## src/include/nvsram_host_regs.svh

```systemverilog
// timing counts, pin widths and sequence addresses for the nvSRAM host controller
`ifndef NVSRAM_HOST_REGS_SVH
`define NVSRAM_HOST_REGS_SVH

`define NV_ADDR_W            13
`define NV_DATA_W            8
`define NV_TIMER_W           24

`define CLK_PERIOD_NS        10
// least times round up, all at least one cycle
`define T_ACCESS_NS          25
`define T_HSB_PULSE_NS       250
`define T_INHIBIT_ON_NS      1000
`define T_INHIBIT_OFF_NS     700
`define T_STORE_US           10000
`define T_RECALL_US          20
`define CYC_UP(ns)           (((ns) + `CLK_PERIOD_NS - 1) / `CLK_PERIOD_NS)
`define ACCESS_CYC           `CYC_UP(`T_ACCESS_NS)
`define HSB_PULSE_CYC        `CYC_UP(`T_HSB_PULSE_NS)
`define INHIBIT_ON_CYC       `CYC_UP(`T_INHIBIT_ON_NS)
`define INHIBIT_OFF_CYC      `CYC_UP(`T_INHIBIT_OFF_NS)
`define STORE_CYC            `CYC_UP(`T_STORE_US * 1000)
`define RECALL_CYC           `CYC_UP(`T_RECALL_US * 1000)
`define SYNC_STAGES          2

`define SEQ_ADDR_0           13'h0000
`define SEQ_ADDR_1           13'h1555
`define SEQ_ADDR_2           13'h0AAA
`define SEQ_ADDR_3           13'h1FFF
`define SEQ_ADDR_4           13'h10F0
`define SEQ_ADDR_STORE       13'h0F0F
`define SEQ_ADDR_RECALL      13'h0F0E
`define SEQ_LAST_IDX         3'h5

`endif

```

## src/include/nvsram_host_pkg.sv

```systemverilog
// types shared by the nvSRAM host controller
package nvsram_host_pkg;
`include "nvsram_host_regs.svh"

   typedef logic [`NV_ADDR_W-1:0]  addr_t;
   typedef logic [`NV_DATA_W-1:0]  data_t;
   typedef logic [`NV_TIMER_W-1:0] timer_t;

   typedef enum logic [2:0] {
      OP_READ      = 3'h0,
      OP_WRITE     = 3'h1,
      OP_SW_STORE  = 3'h2,
      OP_SW_RECALL = 3'h3,
      OP_HW_STORE  = 3'h4
   } op_e;

   typedef enum logic [6:0] {
      S_IDLE    = 7'h01,
      S_SETUP   = 7'h02,
      S_STROBE  = 7'h04,
      S_HOLD    = 7'h08,
      S_PULSE   = 7'h10,
      S_WAIT_NV = 7'h20,
      S_RECOVER = 7'h40
   } state_e;

   typedef struct packed {
      state_e     state;
      op_e        op;
      timer_t     timer;
      logic [2:0] seq_idx;
      addr_t      addr;
      data_t      wdata;
      data_t      rdata;
      logic       cs_n;
      logic       we_n;
      logic       oe_n;
      logic       dq_oe;
      logic       busy_oe;
      logic       ready;
      logic       done;
   } ctl_s;

endpackage : nvsram_host_pkg

```

## src/core/nvsram_host_ctrl.sv

```systemverilog
// host controller driving the pins of a byte-wide nonvolatile SRAM
// Notes on behaviour
// - host holds address stable from before write until select or strobe rises
// - host keeps output gate high during writes
// - host keeps write strobe high whenever select low in the sequence
// - each sequence step is one select low pulse; host toggles select
// - sequence is 0000,1555,0AAA,1FFF,10F0 then 0F0F store or 0F0E recall
// - external busy low pulse over minimum width starts conditional STORE
`timescale 1ns/1ps
`include "nvsram_host_regs.svh"
module nvsram_host_ctrl
   import nvsram_host_pkg::*;
#(
   parameter int STORE_CYC  = `STORE_CYC,
   parameter int RECALL_CYC = `RECALL_CYC
) (
   input  wire logic                  SYS_CLK,
   input  wire logic                  RESET,
   input  wire logic                  CMD_VALID,
   input  wire op_e                   CMD_OP,
   input  wire logic [`NV_ADDR_W-1:0] CMD_ADDR,
   input  wire logic [`NV_DATA_W-1:0] CMD_WDATA,
   output logic                       CMD_READY,
   output logic                       CMD_DONE,
   output logic      [`NV_DATA_W-1:0] RD_DATA,
   output logic      [`NV_ADDR_W-1:0] ADDRESS_INPUTS,
   output logic                       NV_CS_N,
   output logic                       NV_WE_N,
   output logic                       NV_OE_N,
   input  wire logic [`NV_DATA_W-1:0] DATA_LINES_I,
   output logic      [`NV_DATA_W-1:0] DATA_LINES_O,
   output logic                       DATA_LINES_OE,
   input  wire logic                  STORE_BUSY_LINE_I,
   output logic                       STORE_BUSY_LINE_O,
   output logic                       STORE_BUSY_LINE_OE
);
   // strobe held long enough for a full access plus the input synchroniser
   localparam timer_t STROBE_T      = timer_t'(`ACCESS_CYC + `SYNC_STAGES - 1);
   localparam timer_t PULSE_T       = timer_t'(`HSB_PULSE_CYC);
   localparam timer_t INHIBIT_ON_T  = timer_t'(`INHIBIT_ON_CYC);
   localparam timer_t INHIBIT_OFF_T = timer_t'(`INHIBIT_OFF_CYC - 1);
   localparam timer_t STORE_T       = timer_t'(STORE_CYC);
   localparam timer_t RECALL_T      = timer_t'(RECALL_CYC);

   ctl_s  ctl_reg;
   ctl_s  ctl_next;
   data_t dq_sync;
   logic  busy_sync;

   function automatic addr_t seq_addr(input logic [2:0] idx, input op_e op);
      unique case (idx)
         3'h0:    seq_addr = `SEQ_ADDR_0;
         3'h1:    seq_addr = `SEQ_ADDR_1;
         3'h2:    seq_addr = `SEQ_ADDR_2;
         3'h3:    seq_addr = `SEQ_ADDR_3;
         3'h4:    seq_addr = `SEQ_ADDR_4;
         default: seq_addr = (op == OP_SW_RECALL) ? `SEQ_ADDR_RECALL
                                                  : `SEQ_ADDR_STORE;
      endcase
   endfunction : seq_addr

   function automatic logic is_seq(input op_e op);
      is_seq = (op == OP_SW_STORE) || (op == OP_SW_RECALL);
   endfunction : is_seq

   nv_sync2 #(.W(`NV_DATA_W), .RESET_VAL(8'h00)) u_dq_sync (
      .SYS_CLK (SYS_CLK),
      .RESET   (RESET),
      .din     (DATA_LINES_I),
      .dout    (dq_sync)
   );

   // busy resets as low so nothing is issued before the line is really seen high
   nv_sync2 #(.W(1), .RESET_VAL(1'h0)) u_busy_sync (
      .SYS_CLK (SYS_CLK),
      .RESET   (RESET),
      .din     (STORE_BUSY_LINE_I),
      .dout    (busy_sync)
   );

   always_comb begin
      ctl_next      = ctl_reg;
      ctl_next.done = 1'b0;
      unique case (ctl_reg.state)
         S_IDLE: begin
            // a low busy line means the device is disabled; wait it out
            if (CMD_VALID && ctl_reg.ready) begin
               ctl_next.op      = CMD_OP;
               ctl_next.wdata   = CMD_WDATA;
               ctl_next.seq_idx = 3'h0;
               unique case (CMD_OP)
                  OP_HW_STORE: begin
                     ctl_next.state   = S_PULSE;
                     ctl_next.busy_oe = 1'b1;
                     ctl_next.timer   = PULSE_T;
                  end
                  OP_SW_STORE, OP_SW_RECALL: begin
                     ctl_next.state = S_SETUP;
                     ctl_next.addr  = seq_addr(3'h0, CMD_OP);
                  end
                  default: begin
                     ctl_next.state = S_SETUP;
                     ctl_next.addr  = CMD_ADDR;
                  end
               endcase
            end
         end
         S_SETUP: begin
            // address has stood one cycle with select high before the strobe
            ctl_next.state = S_STROBE;
            ctl_next.timer = STROBE_T;
            ctl_next.cs_n  = 1'b0;
            if (ctl_reg.op == OP_WRITE) begin
               ctl_next.we_n  = 1'b0;
               ctl_next.oe_n  = 1'b1;
               ctl_next.dq_oe = 1'b1;
            end else begin
               ctl_next.we_n  = 1'b1;
               ctl_next.oe_n  = 1'b0;
               ctl_next.dq_oe = 1'b0;
            end
         end
         S_STROBE: begin
            if (ctl_reg.timer == '0) begin
               if (ctl_reg.op != OP_WRITE) begin
                  ctl_next.rdata = dq_sync;
               end
               ctl_next.state = S_HOLD;
               ctl_next.cs_n  = 1'b1;
               ctl_next.we_n  = 1'b1;
               ctl_next.oe_n  = 1'b1;
            end else begin
               ctl_next.timer = ctl_reg.timer - timer_t'(1);
            end
         end
         S_HOLD: begin
            // address and data held one cycle past the rising strobe
            ctl_next.dq_oe = 1'b0;
            if (is_seq(ctl_reg.op) && ctl_reg.seq_idx != `SEQ_LAST_IDX) begin
               // steps go back to back so no other access can break the run
               ctl_next.seq_idx = ctl_reg.seq_idx + 3'h1;
               ctl_next.addr    = seq_addr(ctl_reg.seq_idx + 3'h1, ctl_reg.op);
               ctl_next.state   = S_SETUP;
            end else if (is_seq(ctl_reg.op)) begin
               ctl_next.state = S_WAIT_NV;
               ctl_next.timer = (ctl_reg.op == OP_SW_RECALL) ? RECALL_T
                                                            : STORE_T;
            end else begin
               ctl_next.state = S_IDLE;
               ctl_next.done  = 1'b1;
            end
         end
         S_PULSE: begin
            if (ctl_reg.timer == '0) begin
               ctl_next.busy_oe = 1'b0;
               ctl_next.state   = S_WAIT_NV;
               ctl_next.timer   = INHIBIT_ON_T;
            end else begin
               ctl_next.timer = ctl_reg.timer - timer_t'(1);
            end
         end
         S_WAIT_NV: begin
            // fixed wait first, then the busy line must read high again
            if (ctl_reg.timer != '0) begin
               ctl_next.timer = ctl_reg.timer - timer_t'(1);
            end else if (busy_sync) begin
               ctl_next.state = S_RECOVER;
               ctl_next.timer = INHIBIT_OFF_T;
            end
         end
         S_RECOVER: begin
            if (ctl_reg.timer == '0) begin
               ctl_next.state = S_IDLE;
               ctl_next.done  = 1'b1;
            end else begin
               ctl_next.timer = ctl_reg.timer - timer_t'(1);
            end
         end
         default: begin
            ctl_next.state = S_IDLE;
         end
      endcase
      ctl_next.ready = (ctl_next.state == S_IDLE) && busy_sync;
   end

   always_ff @(posedge SYS_CLK) begin
      if (RESET) begin
         ctl_reg <= '{state: S_IDLE, op: OP_READ, timer: '0, seq_idx: 3'h0,
                      addr: '0, wdata: '0, rdata: '0, cs_n: 1'b1, we_n: 1'b1,
                      oe_n: 1'b1, dq_oe: 1'b0, busy_oe: 1'b0, ready: 1'b0,
                      done: 1'b0};
      end else begin
         ctl_reg <= ctl_next;
      end
   end

   assign CMD_READY          = ctl_reg.ready;
   assign CMD_DONE           = ctl_reg.done;
   assign RD_DATA            = ctl_reg.rdata;
   assign ADDRESS_INPUTS     = ctl_reg.addr;
   assign NV_CS_N            = ctl_reg.cs_n;
   assign NV_WE_N            = ctl_reg.we_n;
   assign NV_OE_N            = ctl_reg.oe_n;
   assign DATA_LINES_O       = ctl_reg.wdata;
   assign DATA_LINES_OE      = ctl_reg.dq_oe;
   // open drain: only ever pulls low
   assign STORE_BUSY_LINE_O  = 1'b0;
   assign STORE_BUSY_LINE_OE = ctl_reg.busy_oe;

endmodule : nvsram_host_ctrl

```

## src/core/nv_sync2.sv

```systemverilog
// two-flop synchroniser for pins arriving from outside the clock domain
`timescale 1ns/1ps
module nv_sync2 #(
   parameter int            W         = 1,
   parameter logic [W-1:0]  RESET_VAL = '0
) (
   input  wire logic         SYS_CLK,
   input  wire logic         RESET,
   input  wire logic [W-1:0] din,
   output logic      [W-1:0] dout
);
   logic [W-1:0] meta_reg;

   always_ff @(posedge SYS_CLK) begin
      if (RESET) begin
         meta_reg <= RESET_VAL;
         dout     <= RESET_VAL;
      end else begin
         meta_reg <= din;
         dout     <= meta_reg;
      end
   end
endmodule : nv_sync2

```

## config.mk

```make
export PLATFORM = sky130hd
export DESIGN_NAME = nvsram_host_ctrl
export DESIGN_NICKNAME = d
export VERILOG_FILES = /design/src/include/nvsram_host_pkg.sv /design/src/core/nvsram_host_ctrl.sv /design/src/core/nv_sync2.sv
export VERILOG_INCLUDE_DIRS = /design/src /design/src/include
export SDC_FILE = /design/constraint.sdc
export NUM_CORES = 1
export LEC_CHECK = 0
export BUFFER_PORTS_ARGS = -buffer_cell sky130_fd_sc_hd__buf_2
export CAP_MARGIN = 20
export CELL_PAD_IN_SITES_DETAIL_PLACEMENT = 1
export CELL_PAD_IN_SITES_GLOBAL_PLACEMENT = 1
export CORE_ASPECT_RATIO = 0.8
export CORE_MARGIN = 1
export CORE_UTILIZATION = 44
export CTS_BUF_LIST = sky130_fd_sc_hd__clkbuf_8
export CTS_CLUSTER_SIZE = 14
export DETAILED_ROUTE_END_ITERATION = 8
export PLACE_DENSITY_LB_ADDON = 0.1
export SKIP_LAST_GASP = 1
export SYNTH_ARGS = -nofsm -noshare
export SYNTH_HDL_FRONTEND = slang
export SYNTH_SLANG_ARGS = --single-unit
export TNS_END_PERCENT = 1
```

## constraint.sdc

```tcl
create_clock -name SYS_CLK -period 3.1 [get_ports SYS_CLK]
set_clock_uncertainty 0.05 [all_clocks]
set_input_delay 0.62 -clock SYS_CLK [delete_from_list [all_inputs] [get_ports SYS_CLK]]
set_output_delay 0.62 -clock SYS_CLK [all_outputs]
set_load 0.005 [all_outputs]
```

==> impl_metrics.json <==
{
  "clkSinkCount": 91,
  "slowest_stage": "or4_4",
  "dp_cells": 721,
  "cp.required_ps": 3330,
  "post-route-period-util_pct": 91.7,
  "crit_path_max_incr_delay_ps": 600,
  "cts_resized": 0,
  "hold_ws_ps": 390,
  "diodes": 0,
  "synth_cells": 556,
  "place_ws_ps": 212,
  "finalHoldViolCount": 0,
  "synth_enable_flop_cells": 0,
  "power_frac_comb_pct": 5.2,
  "placed_cell_area_um2": 4890,
  "power.density_nw_per_um2": 422,
  "drt_iter0_markers": 347,
  "grt_pass1_vias": 4190,
  "grt_usage_pct": 25.6,
  "port_buffers": 71,
  "cts_hold_buf": 0,
  "worst-setup-path-type": "register to register",
  "drv_slew": 0,
  "synth.avg_cell_area_um2": 8.23,
  "setup_viol": 0,
  "grt.overflow.total": 0,
  "drt-vias-per-instance": 5.72,
  "root_buffer": "clkbuf_8",
  "end_kind": "register",
  "drc": 0,
  "p_switching_w": 0.000591,
  "area_delta_synth_final_pct": 11.5,
  "finalSetupTns_ps": 0,
  "fp.dieH_um": 93.2,
  "cts_tree": "done",
  "die_w_um": 116,
  "largest_reg_flops": 37,
  "gp_congestion": 0.869,
  "synth-main-ff-cell": "dfxtp_1",
  "post-route-min-period_ps": 2840,
  "crit_path_max_fanout": 22,
  "fillers": 1255,
  "ant_nets": 0,
  "drt_first_pass_iters": 5,
  "final_area_um2": 5100,
  "netlist_area_um2": 4580,
  "cellLeakagePower_nw": 1.99,
  "worst_slack_ps": 258,
  "htree_levels": 3,
  "seqPwrFrac_pct": 55.4,
  "die_area_um2": 10800,
  "clock.fmax_mhz": 352,
  "maxCapViolCount": 0,
  "worstSkewPairLatency_ps": 380,
  "nets": 639,
  "rsz0062_at_grt": "no",
  "vias": 4216,
  "tightestPinTransition_ps": 1030,
  "io_pins": 73,
  "ys_types": 60,
  "cts_buffers": 9,
  "ys_async_sr_fraction_pct": 0,
  "max-clock-path-buffers": 2,
  "grt_antenna_before_repair": 0,
  "cp_data_arrival_time_ps": 3070,
  "stdcell_count": 737,
  "slew_headroom_pct": 31.4,
  "ys_seq_elements": 91,
  "crit_chain": "or4_4 > nand4b_4 > nor4b_2 > or2_2 > nor3_1 > a221o_1",
  "num_rows": 32,
  "r2r_slack_ps": 260,
  "max-vdd-ir-drop_mv": 0.348,
  "critPathLaunchType": "register",
  "post_drt_wl_per_cell_um": 17.5,
  "synth.net_count": 599,
  "hp-class": "input port to register",
  "grt_pass1_wl_mm": 21.3,
  "grt_max_degree": 64,
  "status": "completed",
  "coreArea_um2": 9890,
  "clk_pin_slew_ps": 110,
  "wl_mm": 12.9,
  "hpwl_mm": 9.40,
  "switching_share_pct": 27.5,
  "cts_setup_buffers": 0,
  "drive_above_1_share_pct": 20.1,
  "internal-power_w": 0.00156,
  "clkPwrFrac_pct": 39.4,
  "ys_warn_count": 0,
  "yosysSeqAreaShare_pct": 39.8,
  "final_common_cell": "dfxtp_1",
  "final_cell_mix": "dfxtp_1, buf_2, nor2_1",
  "start_util_pct": 46.3
}
power by group through the flow:
stage          logic (W)  clock network [W]  registers, W
4_1_cts         0.000112           0.000874       0.00119
6_report        0.000112           0.000847       0.00119
2_1_floorplan  0.0000695                  0       0.00122
5_1_grt         0.000124           0.000910       0.00120
3_3_place_gp    0.000109                  0       0.00122
3_5_place_dp    0.000112                  0       0.00122
cells by family after synthesis:
logic type / Yosys count / share of synthesized area (%)
other: 1 / 0.0820
flip-flops: 91 / 39.8
buffers and inverters: 71 / 8.56
XOR/XNOR: 6 / 1.15
adder cells (fa/ha/maj): 7 / 1.91
AND/OR/NAND/NOR: 221 / 25.5
AO/OA/AOI/OAI: 149 / 20.8
multiplexers: 10 / 2.19
routing by layer:
layer,routed length [um],vias up,global-route usage (%)
met2,5500,143,37.8
met5,0,-,0
met4,117,0,7.05
met3,744,9,4.73
li1,-,2044,-
met1,6560,2020,37.6
synth_stat cells, types with 16 or more instances:
| cell type | instances | area, um2 |
|---|---|---|
| a211oi_1 | 16 | 120 |
| o21ai_0 | 23 | 115 |
| buf_4 | 30 | 225 |
| nand3_1 | 19 | 95.1 |
| nand2_1 | 47 | 176 |
| dfxtp_1 | 91 | 1820 |
| clkbuf_1 | 24 | 90.1 |
| nor2_1 | 56 | 210 |
| o211ai_1 | 16 | 120 |
| a21oi_1 | 55 | 275 |
| nor2b_1 | 25 | 156 |
| nor3_1 | 18 | 90.1 |
per-stage QoR:
step,total power [W],utilization (%)
2_1_floorplan,0.00129,-
3_3_place_gp,0.00133,49.4
3_5_place_dp,0.00133,49.4
4_1_cts,0.00218,51.6
5_1_grt,0.00223,51.6
6_report,0.00215,51.6
worst paths after layout:
path,from,endpoint,depth (start not counted)
max reg2reg,ctl_reg[48]$_SDFFE_PP0P_,ctl_reg[46]$_SDFFE_PP0P_,6
max,ctl_reg[48]$_SDFFE_PP0P_,ctl_reg[46]$_SDFFE_PP0P_,6
min,DATA_LINES_I[0],u_dq_sync.meta_reg[0]$_SDFF_PP0_,2
min reg2reg,u_dq_sync.meta_reg[7]$_SDFF_PP0_,u_dq_sync.dout[7]$_SDFF_PP0_,1
worst max-delay path, delay by kind of cell (launching register included):
family,cells,cell delay [ps]
AO/OA/AOI/OAI,1,340
flip-flops,1,390
AND/OR/NAND/NOR,5,1960
layout make-up:
| type | instances | area, um2 | share of cell area (%) |
|---|---|---|---|
| multi-input combinational | 394 | 2360 | 46.3 |
| clock inverter | 7 | 91.3 | 1.79 |
| inverter | 11 | 41.3 | 0.809 |
| tap | 136 | 170 | 3.34 |
| sequential | 91 | 1820 | 35.7 |
| timing repair buffer | 89 | 490 | 9.61 |
| clock buffer | 9 | 124 | 2.43 |
Power figures use the tool's default switching activity.
